## config.mk

```make
export PLATFORM = sky130hd
export DESIGN_NAME = pmw_top
export DESIGN_NICKNAME = d
export VERILOG_FILES = /design/src/include/pmw_pkg.sv /design/src/rtl/pmw_top.sv
export SDC_FILE = /design/constraint.sdc
export NUM_CORES = 1
export LEC_CHECK = 0
export BUFFER_PORTS_ARGS = -buffer_cell sky130_fd_sc_hd__buf_2
export CORE_MARGIN = 2
export CORE_UTILIZATION = 52
export CTS_CLUSTER_SIZE = 30
export DETAILED_ROUTE_END_ITERATION = 10
export GPL_TIMING_DRIVEN = 0
export PLACE_DENSITY_LB_ADDON = 0.08
export SETUP_SLACK_MARGIN = 0.2
export SLEW_MARGIN = 20
export SYNTH_ARGS = -nofsm -noshare
export SYNTH_HDL_FRONTEND = slang
export SYNTH_SLANG_ARGS = --single-unit
```

## constraint.sdc

```tcl
create_clock -name SYS_CLK -period 2.4 [get_ports SYS_CLK]
set_input_delay 0 -clock SYS_CLK [delete_from_list [all_inputs] [get_ports SYS_CLK]]
set_output_delay 0 -clock SYS_CLK [all_outputs]
set_load 0.05 [all_outputs]
```

## src/include/pmw_pkg.sv

```systemverilog
// Package for the power mode and wake control block.
// Assumes a single 250 MHz system clock and an APB register port.
`default_nettype none
package pmw_pkg;
  // ==========================================================================
  // Register map (byte addresses).
  localparam logic [11:0] MODE_OFF   = 12'h000;
  localparam logic [11:0] CTRL_OFF   = 12'h004;
  localparam logic [11:0] WAKE_OFF   = 12'h008;
  localparam logic [11:0] STAT_OFF   = 12'h00C;
  localparam logic [11:0] INTP_OFF   = 12'h010;
  // ==========================================================================
  // Mode register fields and reset values.
  localparam int          DIV_LSB    = 5;
  localparam int          IDLE_BIT   = 1;
  localparam int          HCLK_BIT   = 0;
  localparam logic [7:0]  MODE_RST   = 8'h01;
  localparam logic [7:0]  CTRL_RST   = 8'h00;
  localparam logic [7:0]  WAKE_RST   = 8'h00;
  // Port pins idle high; the edge register starts there so reset is no edge.
  localparam logic [7:0]  PORTA_RST  = 8'hFF;
  // Control register: bit 7 keeps the system clock in idle, bit 0 enables
  // the watchdog, bit 1 enables the voltage detector, bit 2 selects crystals.
  localparam int          SYSON_BIT  = 7;
  localparam int          WDTEN_BIT  = 0;
  localparam int          LVDEN_BIT  = 1;
  localparam int          XTAL_BIT   = 2;
  // ==========================================================================
  // Oscillator start-up counts in oscillator cycles, here counted as
  // cycles of the enable pulses of the respective oscillator.
  localparam logic [9:0]  HXT_START  = 10'h200;
  localparam logic [9:0]  HIGH_SPEED_INTERNAL_OSC_START = 10'h010;
  localparam logic [9:0]  LXT_START  = 10'h080;
  localparam logic [9:0]  LOW_SPEED_INTERNAL_OSC_START = 10'h002;
  localparam int          DIV16      = 16;
  localparam int          DIV64      = 64;
  typedef enum logic [2:0] {
    PM_RUN, PM_DEEP, PM_LIGHT, PM_IDLE_OFF, PM_IDLE_ON
  } pmw_state_t;
endpackage
`default_nettype wire

```

## src/rtl/pmw_top.sv

```systemverilog
// Power mode and wake control: mode switching, halt states, clock gates,
// power-down and time-out flags, wake-up logic.
// Assumes the core pulses halt and clear-watchdog; oscillators are modelled
// by tick inputs, the watchdog divider by an overflow input.
`default_nettype none
module pmw_top (
  input  wire logic        SYS_CLK,
  input  wire logic        NRST,
  input  wire logic        PSEL,
  input  wire logic        PENABLE,
  input  wire logic        PWRITE,
  input  wire logic [11:0] PADDR,
  input  wire logic [31:0] PWDATA,
  output logic      [31:0] PRDATA,
  output logic             PREADY,
  output logic             PSLVERR,
  input  wire logic        HALT_REQ,
  input  wire logic        CLR_WDT,
  input  wire logic [7:0]  PORT_A,
  input  wire logic [7:0]  INT_REQ,
  input  wire logic [7:0]  INT_EN,
  input  wire logic        STACK_FULL,
  input  wire logic        WDT_OVF,
  input  wire logic        HOSC_TICK,
  input  wire logic        LOSC_TICK,
  output logic             SYSCLK_EN,
  output logic             TBCLK_EN,
  output logic             SUBCLK_EN,
  output logic             WDTCLK_EN,
  output logic             WDT_CLEAR,
  output logic             HOSC_EN,
  output logic             SYS_SRC_LOW,
  output logic             CPU_HALTED,
  output logic             WAKE_RESUME,
  output logic             WAKE_VECTOR,
  output logic             WAKE_PCSP_RST,
  output logic             POWER_DOWN_FLAG,
  output logic             TIMEOUT_FLAG
);
  // ==========================================================================
  // Registers.
  logic [7:0]  mode_reg;
  logic [7:0]  ctrl_reg;
  logic [7:0]  wake_en_reg;
  logic [7:0]  porta_reg;
  logic [7:0]  int_mask_reg;
  logic [9:0]  hcnt_reg;
  logic [9:0]  lcnt_reg;
  logic        hready_reg;
  logic        lready_reg;
  logic        pdf_reg;
  logic        tof_reg;
  pmw_pkg::pmw_state_t state_reg;

  logic        wr;
  logic        rd;
  logic        low_sel;
  logic        in_halt;
  logic        deep;
  logic        port_wake;
  logic        int_wake;
  logic        wake;
  logic        int_ok;
  logic        xtal;
  logic        wdt_on;
  logic [9:0]  hstart;
  logic [9:0]  lstart;

  assign wr   = PSEL & PENABLE & PWRITE;
  assign rd   = PSEL & PENABLE & ~PWRITE;
  assign xtal = ctrl_reg[pmw_pkg::XTAL_BIT];
  assign wdt_on = ctrl_reg[pmw_pkg::WDTEN_BIT];
  assign hstart = xtal ? pmw_pkg::HXT_START : pmw_pkg::HIGH_SPEED_INTERNAL_OSC_START;
  assign lstart = xtal ? pmw_pkg::LXT_START : pmw_pkg::LOW_SPEED_INTERNAL_OSC_START;
  // Divider 000 or 001 with the high select low picks the low-speed clock.
  assign low_sel = ~mode_reg[pmw_pkg::HCLK_BIT]
                 & (mode_reg[7:6] == 2'b00);
  assign in_halt = (state_reg != pmw_pkg::PM_RUN);
  assign deep    = (state_reg == pmw_pkg::PM_DEEP);

  // ==========================================================================
  // Wake sources.
  // A port pin wakes on a high-to-low step only where its enable is set.
  assign port_wake = |(porta_reg & ~PORT_A & wake_en_reg);
  // Requests already pending at halt entry are masked out of the wake.
  assign int_wake  = |(INT_REQ & ~int_mask_reg);
  assign wake      = in_halt & (port_wake | int_wake | WDT_OVF);
  assign int_ok    = |(INT_REQ & ~int_mask_reg & INT_EN) & ~STACK_FULL;

  // Last pin levels for the falling-edge detector.
  always_ff @(posedge SYS_CLK or negedge NRST) begin
    if (!NRST) begin
      porta_reg <= pmw_pkg::PORTA_RST;
    end else begin
      porta_reg <= PORT_A;
    end
  end

  // ==========================================================================
  // APB slave: zero wait states, unmapped addresses answer with an error.
  always_ff @(posedge SYS_CLK or negedge NRST) begin
    if (!NRST) begin
      mode_reg    <= pmw_pkg::MODE_RST;
      ctrl_reg    <= pmw_pkg::CTRL_RST;
      wake_en_reg <= pmw_pkg::WAKE_RST;
    end else if (wr) begin
      case (PADDR)
        pmw_pkg::MODE_OFF: mode_reg    <= {PWDATA[7:5], 2'b00, PWDATA[2:0] & 3'h3};
        pmw_pkg::CTRL_OFF: ctrl_reg    <= {PWDATA[7], 4'h0, PWDATA[2:0]};
        pmw_pkg::WAKE_OFF: wake_en_reg <= PWDATA[7:0];
        default: ;
      endcase
    end
  end

  always_ff @(posedge SYS_CLK or negedge NRST) begin
    if (!NRST) begin
      PRDATA  <= 32'h0000_0000;
      PREADY  <= 1'b0;
      PSLVERR <= 1'b0;
    end else begin
      PREADY  <= PSEL & ~PENABLE;
      PSLVERR <= 1'b0;
      PRDATA  <= 32'h0000_0000;
      if (PSEL & ~PENABLE) begin
        case (PADDR)
          pmw_pkg::MODE_OFF: PRDATA <= {24'h0, mode_reg[7:5], 1'b0, lready_reg,
                                        hready_reg, mode_reg[1:0]};
          pmw_pkg::CTRL_OFF: PRDATA <= {24'h0, ctrl_reg};
          pmw_pkg::WAKE_OFF: PRDATA <= {24'h0, wake_en_reg};
          pmw_pkg::STAT_OFF: PRDATA <= {26'h0, lready_reg, hready_reg, 1'b0,
                                        in_halt, tof_reg, pdf_reg};
          pmw_pkg::INTP_OFF: PRDATA <= {24'h0, int_mask_reg};
          default:           PSLVERR <= 1'b1;
        endcase
      end
    end
  end
  // The answer is given one cycle after setup; rd and wr use the access phase.
  logic unused_rd;
  assign unused_rd = rd;

  // ==========================================================================
  // Halt state machine.
  always_ff @(posedge SYS_CLK or negedge NRST) begin
    if (!NRST) begin
      state_reg    <= pmw_pkg::PM_RUN;
      int_mask_reg <= 8'h00;
    end else begin
      case (state_reg)
        pmw_pkg::PM_RUN: begin
          if (HALT_REQ) begin
            int_mask_reg <= INT_REQ;
            if (mode_reg[pmw_pkg::IDLE_BIT]) begin
              state_reg <= ctrl_reg[pmw_pkg::SYSON_BIT] ? pmw_pkg::PM_IDLE_ON
                                                       : pmw_pkg::PM_IDLE_OFF;
            end else if (wdt_on) begin
              state_reg <= pmw_pkg::PM_LIGHT;
            end else if (!ctrl_reg[pmw_pkg::LVDEN_BIT]) begin
              state_reg <= pmw_pkg::PM_DEEP;
            end else begin
              state_reg <= pmw_pkg::PM_LIGHT;
            end
          end
        end
        default: begin
          // Masked requests stay pending; clearing them frees the mask bit.
          int_mask_reg <= int_mask_reg & INT_REQ;
          if (wake) begin
            state_reg <= pmw_pkg::PM_RUN;
          end
        end
      endcase
    end
  end

  // ==========================================================================
  // Flags: halt sets power-down and clears time-out; overflow wake sets it.
  always_ff @(posedge SYS_CLK or negedge NRST) begin
    if (!NRST) begin
      pdf_reg         <= 1'b0;
      tof_reg         <= 1'b0;
      POWER_DOWN_FLAG <= 1'b0;
      TIMEOUT_FLAG    <= 1'b0;
    end else begin
      if (HALT_REQ && !in_halt) begin
        pdf_reg         <= 1'b1;
        tof_reg         <= 1'b0;
        POWER_DOWN_FLAG <= 1'b1;
        TIMEOUT_FLAG    <= 1'b0;
      end else begin
        if (CLR_WDT) begin
          pdf_reg         <= 1'b0;
          POWER_DOWN_FLAG <= 1'b0;
        end
        if (wake && WDT_OVF) begin
          tof_reg      <= 1'b1;
          TIMEOUT_FLAG <= 1'b1;
        end
      end
    end
  end

  // ==========================================================================
  // Oscillator ready counters, restarted from zero while the oscillator is off.
  always_ff @(posedge SYS_CLK or negedge NRST) begin
    if (!NRST) begin
      hcnt_reg   <= 10'h000;
      hready_reg <= 1'b0;
      lcnt_reg   <= 10'h000;
      lready_reg <= 1'b0;
    end else begin
      if (!HOSC_EN) begin
        hcnt_reg   <= 10'h000;
        hready_reg <= 1'b0;
      end else if (!hready_reg && HOSC_TICK) begin
        hcnt_reg <= hcnt_reg + 10'h001;
        if (hcnt_reg + 10'h001 >= hstart) begin
          hready_reg <= 1'b1;
        end
      end
      if (!SUBCLK_EN) begin
        lcnt_reg   <= 10'h000;
        lready_reg <= 1'b0;
      end else if (!lready_reg && LOSC_TICK) begin
        lcnt_reg <= lcnt_reg + 10'h001;
        if (lcnt_reg + 10'h001 >= lstart) begin
          lready_reg <= 1'b1;
        end
      end
    end
  end

  // ==========================================================================
  // Clock gates and wake pulses; all registered outputs.
  always_ff @(posedge SYS_CLK or negedge NRST) begin
    if (!NRST) begin
      SYSCLK_EN     <= 1'b1;
      TBCLK_EN      <= 1'b1;
      SUBCLK_EN     <= 1'b1;
      WDTCLK_EN     <= 1'b1;
      WDT_CLEAR     <= 1'b0;
      HOSC_EN       <= 1'b1;
      SYS_SRC_LOW   <= 1'b0;
      CPU_HALTED    <= 1'b0;
      WAKE_RESUME   <= 1'b0;
      WAKE_VECTOR   <= 1'b0;
      WAKE_PCSP_RST <= 1'b0;
    end else begin
      // Memory, registers and ports are never touched here; only gating.
      CPU_HALTED <= in_halt & ~wake;
      SYSCLK_EN  <= ~in_halt | wake | (state_reg == pmw_pkg::PM_IDLE_ON);
      TBCLK_EN   <= ~in_halt | wake | (state_reg == pmw_pkg::PM_IDLE_ON)
                  | (state_reg == pmw_pkg::PM_IDLE_OFF);
      SUBCLK_EN  <= ~deep | wake;
      WDTCLK_EN  <= (~deep | wake) & wdt_on;
      WDT_CLEAR  <= HALT_REQ & ~in_halt;
      // Only after low-ready does the system leave the high clock.
      SYS_SRC_LOW <= low_sel & lready_reg;
      HOSC_EN    <= ~(low_sel & lready_reg) & ~(in_halt & ~wake
                  & (state_reg != pmw_pkg::PM_IDLE_ON));
      WAKE_RESUME   <= wake & ~WDT_OVF & ~int_ok;
      WAKE_VECTOR   <= wake & ~WDT_OVF & ~port_wake & int_ok;
      WAKE_PCSP_RST <= wake & WDT_OVF;
    end
  end
endmodule
`default_nettype wire

```

==> flow_metrics.py <==
metrics = {
    "cells_and_area": {
        "layout_commonest_cell": "buf_2",
        "diodes": 0,
        "fin_cells": 650,
        "fill_cells": 641,
        "drive_gt1_share_pct": 29.9,
        "fin_nets": 629,
        "area_delta_synth_final_pct": 26.9,
        "layout_common_cells": "buf_2, dfrtp_1, nand2_1, dlygate4sd3_1, buf_4",
        "final_util_pct": 68.2,
    },
    "critical_path": {
        "rr_startpoint": "hcnt_reg[0]$_DFFE_PN0P_",
        "cp-end-kind": "flip-flop",
        "cp.required_ns": 2.62,
        "crit_type": "flip-flop to flip-flop",
        "path_max_fanout": 6,
        "worstPathArrival_ns": 2.23,
        "startpoint_type": "flip-flop",
        "setup.worst_path.start": "hcnt_reg[0]$_DFFE_PN0P_",
    },
    "yosys": {
        "synth_seq_cells": 81,
        "ys_seq_area_share_pct": 49.0,
        "ys_warn_count": 0,
        "async_flop_share_pct": 100,
        "avgSynthCellArea_um2": 10.4,
        "netlist_area_um2": 4180,
        "synth_edf_count": 0,
        "synthCells": 401,
        "yosys_most_used_dff": "dfrtp_1",
        "yosysUniqueCellTypes": 51,
    },
    "timing": {
        "finalHoldViolCount": 0,
        "clock_skew_ns": 0.0138,
        "slew_headroom_pct": 53.3,
        "setup_violations": 0,
        "min_period_ns": 2.01,
        "fin_setup_tns_ns": 0,
        "grt_setup_unrepaired": "false",
        "drv_slew": 0,
        "worstMarginPinSlew_ns": 0.697,
        "min_period_over_period_pct": 83.8,
        "fmax_ghz": 0.497,
    },
    "routing": {
        "initialDrtViolationCount": 189,
        "wirelength_mm": 9.35,
        "drtAntennaViolNets": 0,
        "drtPass1Iterations": 4,
        "viasPerCell": 5.11,
        "drc": 0,
        "num_vias": 3322,
        "wl_per_cell_um": 14.4,
    },
    "pwr": {
        "power_density_nw_per_um2": 651,
        "power.leakage_uw": 0.00255,
        "ir_worst_vdd_uv": 354,
        "power.total_uw": 3450,
    },
    "placed_design": {
        "gp_congestion": 0.847,
        "dp.cells": 603,
        "port_buffers": 76,
        "post-dp-hpwl_mm": 6.68,
    },
    "grt": {
        "gr-usage-all-layers_pct": 21.9,
        "gr-total-overflow": 0,
        "met2_usage_pct": 37.1,
        "grt_pass1_vias": 3165,
        "grt_start_max_net_pins": 52,
        "antenna_found_initial": 0,
        "met3_usage_pct": 2.82,
        "met1_usage_pct": 29.2,
        "grt.busiest_layer": "met2",
        "grt_pass1_wl_mm": 14.9,
    },
    "clock_tree": {
        "cts-buffers-inserted": 9,
        "cts_tree": "yes",
        "clk_latency_ns": 0.35,
        "clock_path_buffers": 2,
        "cts.sinks": 81,
        "clk_pin_slew_ns": 0.08,
        "root_buffer": "clkbuf_8",
        "cts_setup_buffers": 0,
        "h-tree-depth": 3,
    },
    "outcome": {
        "outcome": "finished clean",
    },
    "floorplanning": {
        "die_width_um": 93.6,
        "die_y_um": 93.6,
        "ios": 126,
        "num_rows": 32,
        "start_util_pct": 53.8,
        "dieArea_um2": 8760,
        "core_area_um2": 7770,
    },
    "min_path": {
        "hold_class": "input pin to flip-flop",
        "hp-start": "HALT_REQ",
    },
    "flow_run": {
        "max_cap_viol_count": 0,
    },
}
-- final timing paths --
kind,slack [ns],endpoint,cells after the start
max,0.39,hready_reg$_DFFE_PN0P_,8
min,0.02,pdf_reg$_DFFE_PN0P_,3
max reg2reg,0.39,hready_reg$_DFFE_PN0P_,8
min reg2reg,0.50,SYS_SRC_LOW$_DFF_PN0_,1
max in group asynchronous,1.61,porta_reg[2]$_DFF_PN1_,3
min in group asynchronous,0.13,lcnt_reg[4]$_DFFE_PN0P_,2
-- through the flow --
step	area (µm²)	hold slack (ns)	worst slack [ns]
6_report	5300	0.0170	0.389
3_5_place_dp	4800	-0.0284	0.332
2_1_floorplan	4260	-0.296	0.604
3_3_place_gp	4770	0.115	0.397
5_1_grt	5300	0.0540	0.249
4_1_cts	5300	0.0121	0.334
-- area by class of cell --
class                   count  area (µm²)  area share, %
flip-flops and latches     81        2040           38.6
multi-input cells         303        1970           37.2
repair buffers            108         721           13.6
plain buffers              34         229           4.32
clock buffers              13         169           3.19
well taps                 102         128           2.41
inverters                   6        22.5          0.425
clock inverters             3        15.0          0.283
-- report_power, final --
part,leakage (µW),internal (µW),switching (µW)
combinational,0.00142,384,451
clock,0.0000992,457,475
sequential,0.00103,1510,172
total,0.00255,2350,1100
-- layer usage --
metal / part of all wire, % / up-vias
li1: - / 1642
met1: 45 / 1594
met2: 50 / 79
met3: 3.6 / 7
met4: 0.86 / 0
met5: 0 / -
-- critical path: stages, from the launching register on --
cell and delay, ns:
dfrtp_1 0.41, and2_1 0.20, nand4_1 0.29, nor2_1 0.21
xor2_1 0.16, ha_1 0.24, o21ai_0 0.17, nand2b_1 0.08
o311a_1 0.13
-- cells in the mapped netlist, drive strengths merged (5+ instances only) --
| master | number | area share [%] |
|---|---|---|
| nand2 | 43 | 3.9 |
| mux2i | 6 | 1.4 |
| clkbuf | 10 | 1.1 |
| xnor2 | 16 | 3.4 |
| ha | 7 | 2.1 |
| dfstp | 14 | 8.8 |
| nor4 | 6 | 1.8 |
| o21ai | 18 | 2.2 |
| and2 | 19 | 2.8 |
| a22oi | 10 | 1.8 |
| nand4 | 9 | 1.3 |
| nand3b | 11 | 2.0 |
| inv | 6 | 0.54 |
| nor2 | 24 | 2.2 |
| nor3 | 14 | 1.8 |
| buf | 24 | 4.3 |
| dfrtp | 67 | 40 |
| mux2 | 22 | 5.9 |
| nor2b | 14 | 2.1 |
| xor2 | 9 | 1.9 |
| a21oi | 5 | 0.60 |
| nand3 | 10 | 1.2 |
-- logic make-up after synthesis --
kind of cell	synth area share, %
other cells	0.0898
flops	49.0
xor+xnor	5.24
mux	7.37
compound gates	8.39
buf+inv	5.99
fa+ha+maj	2.10
simple gates	21.9
-- what timing repair did --
action                                  in CTS  in global routing
hold buffers                                31                  0
hold endpoints to repair                    93                  0
gates resized for setup                      0                  3
endpoints found under the setup margin       0                 10
(Power assumes the default switching activity.)
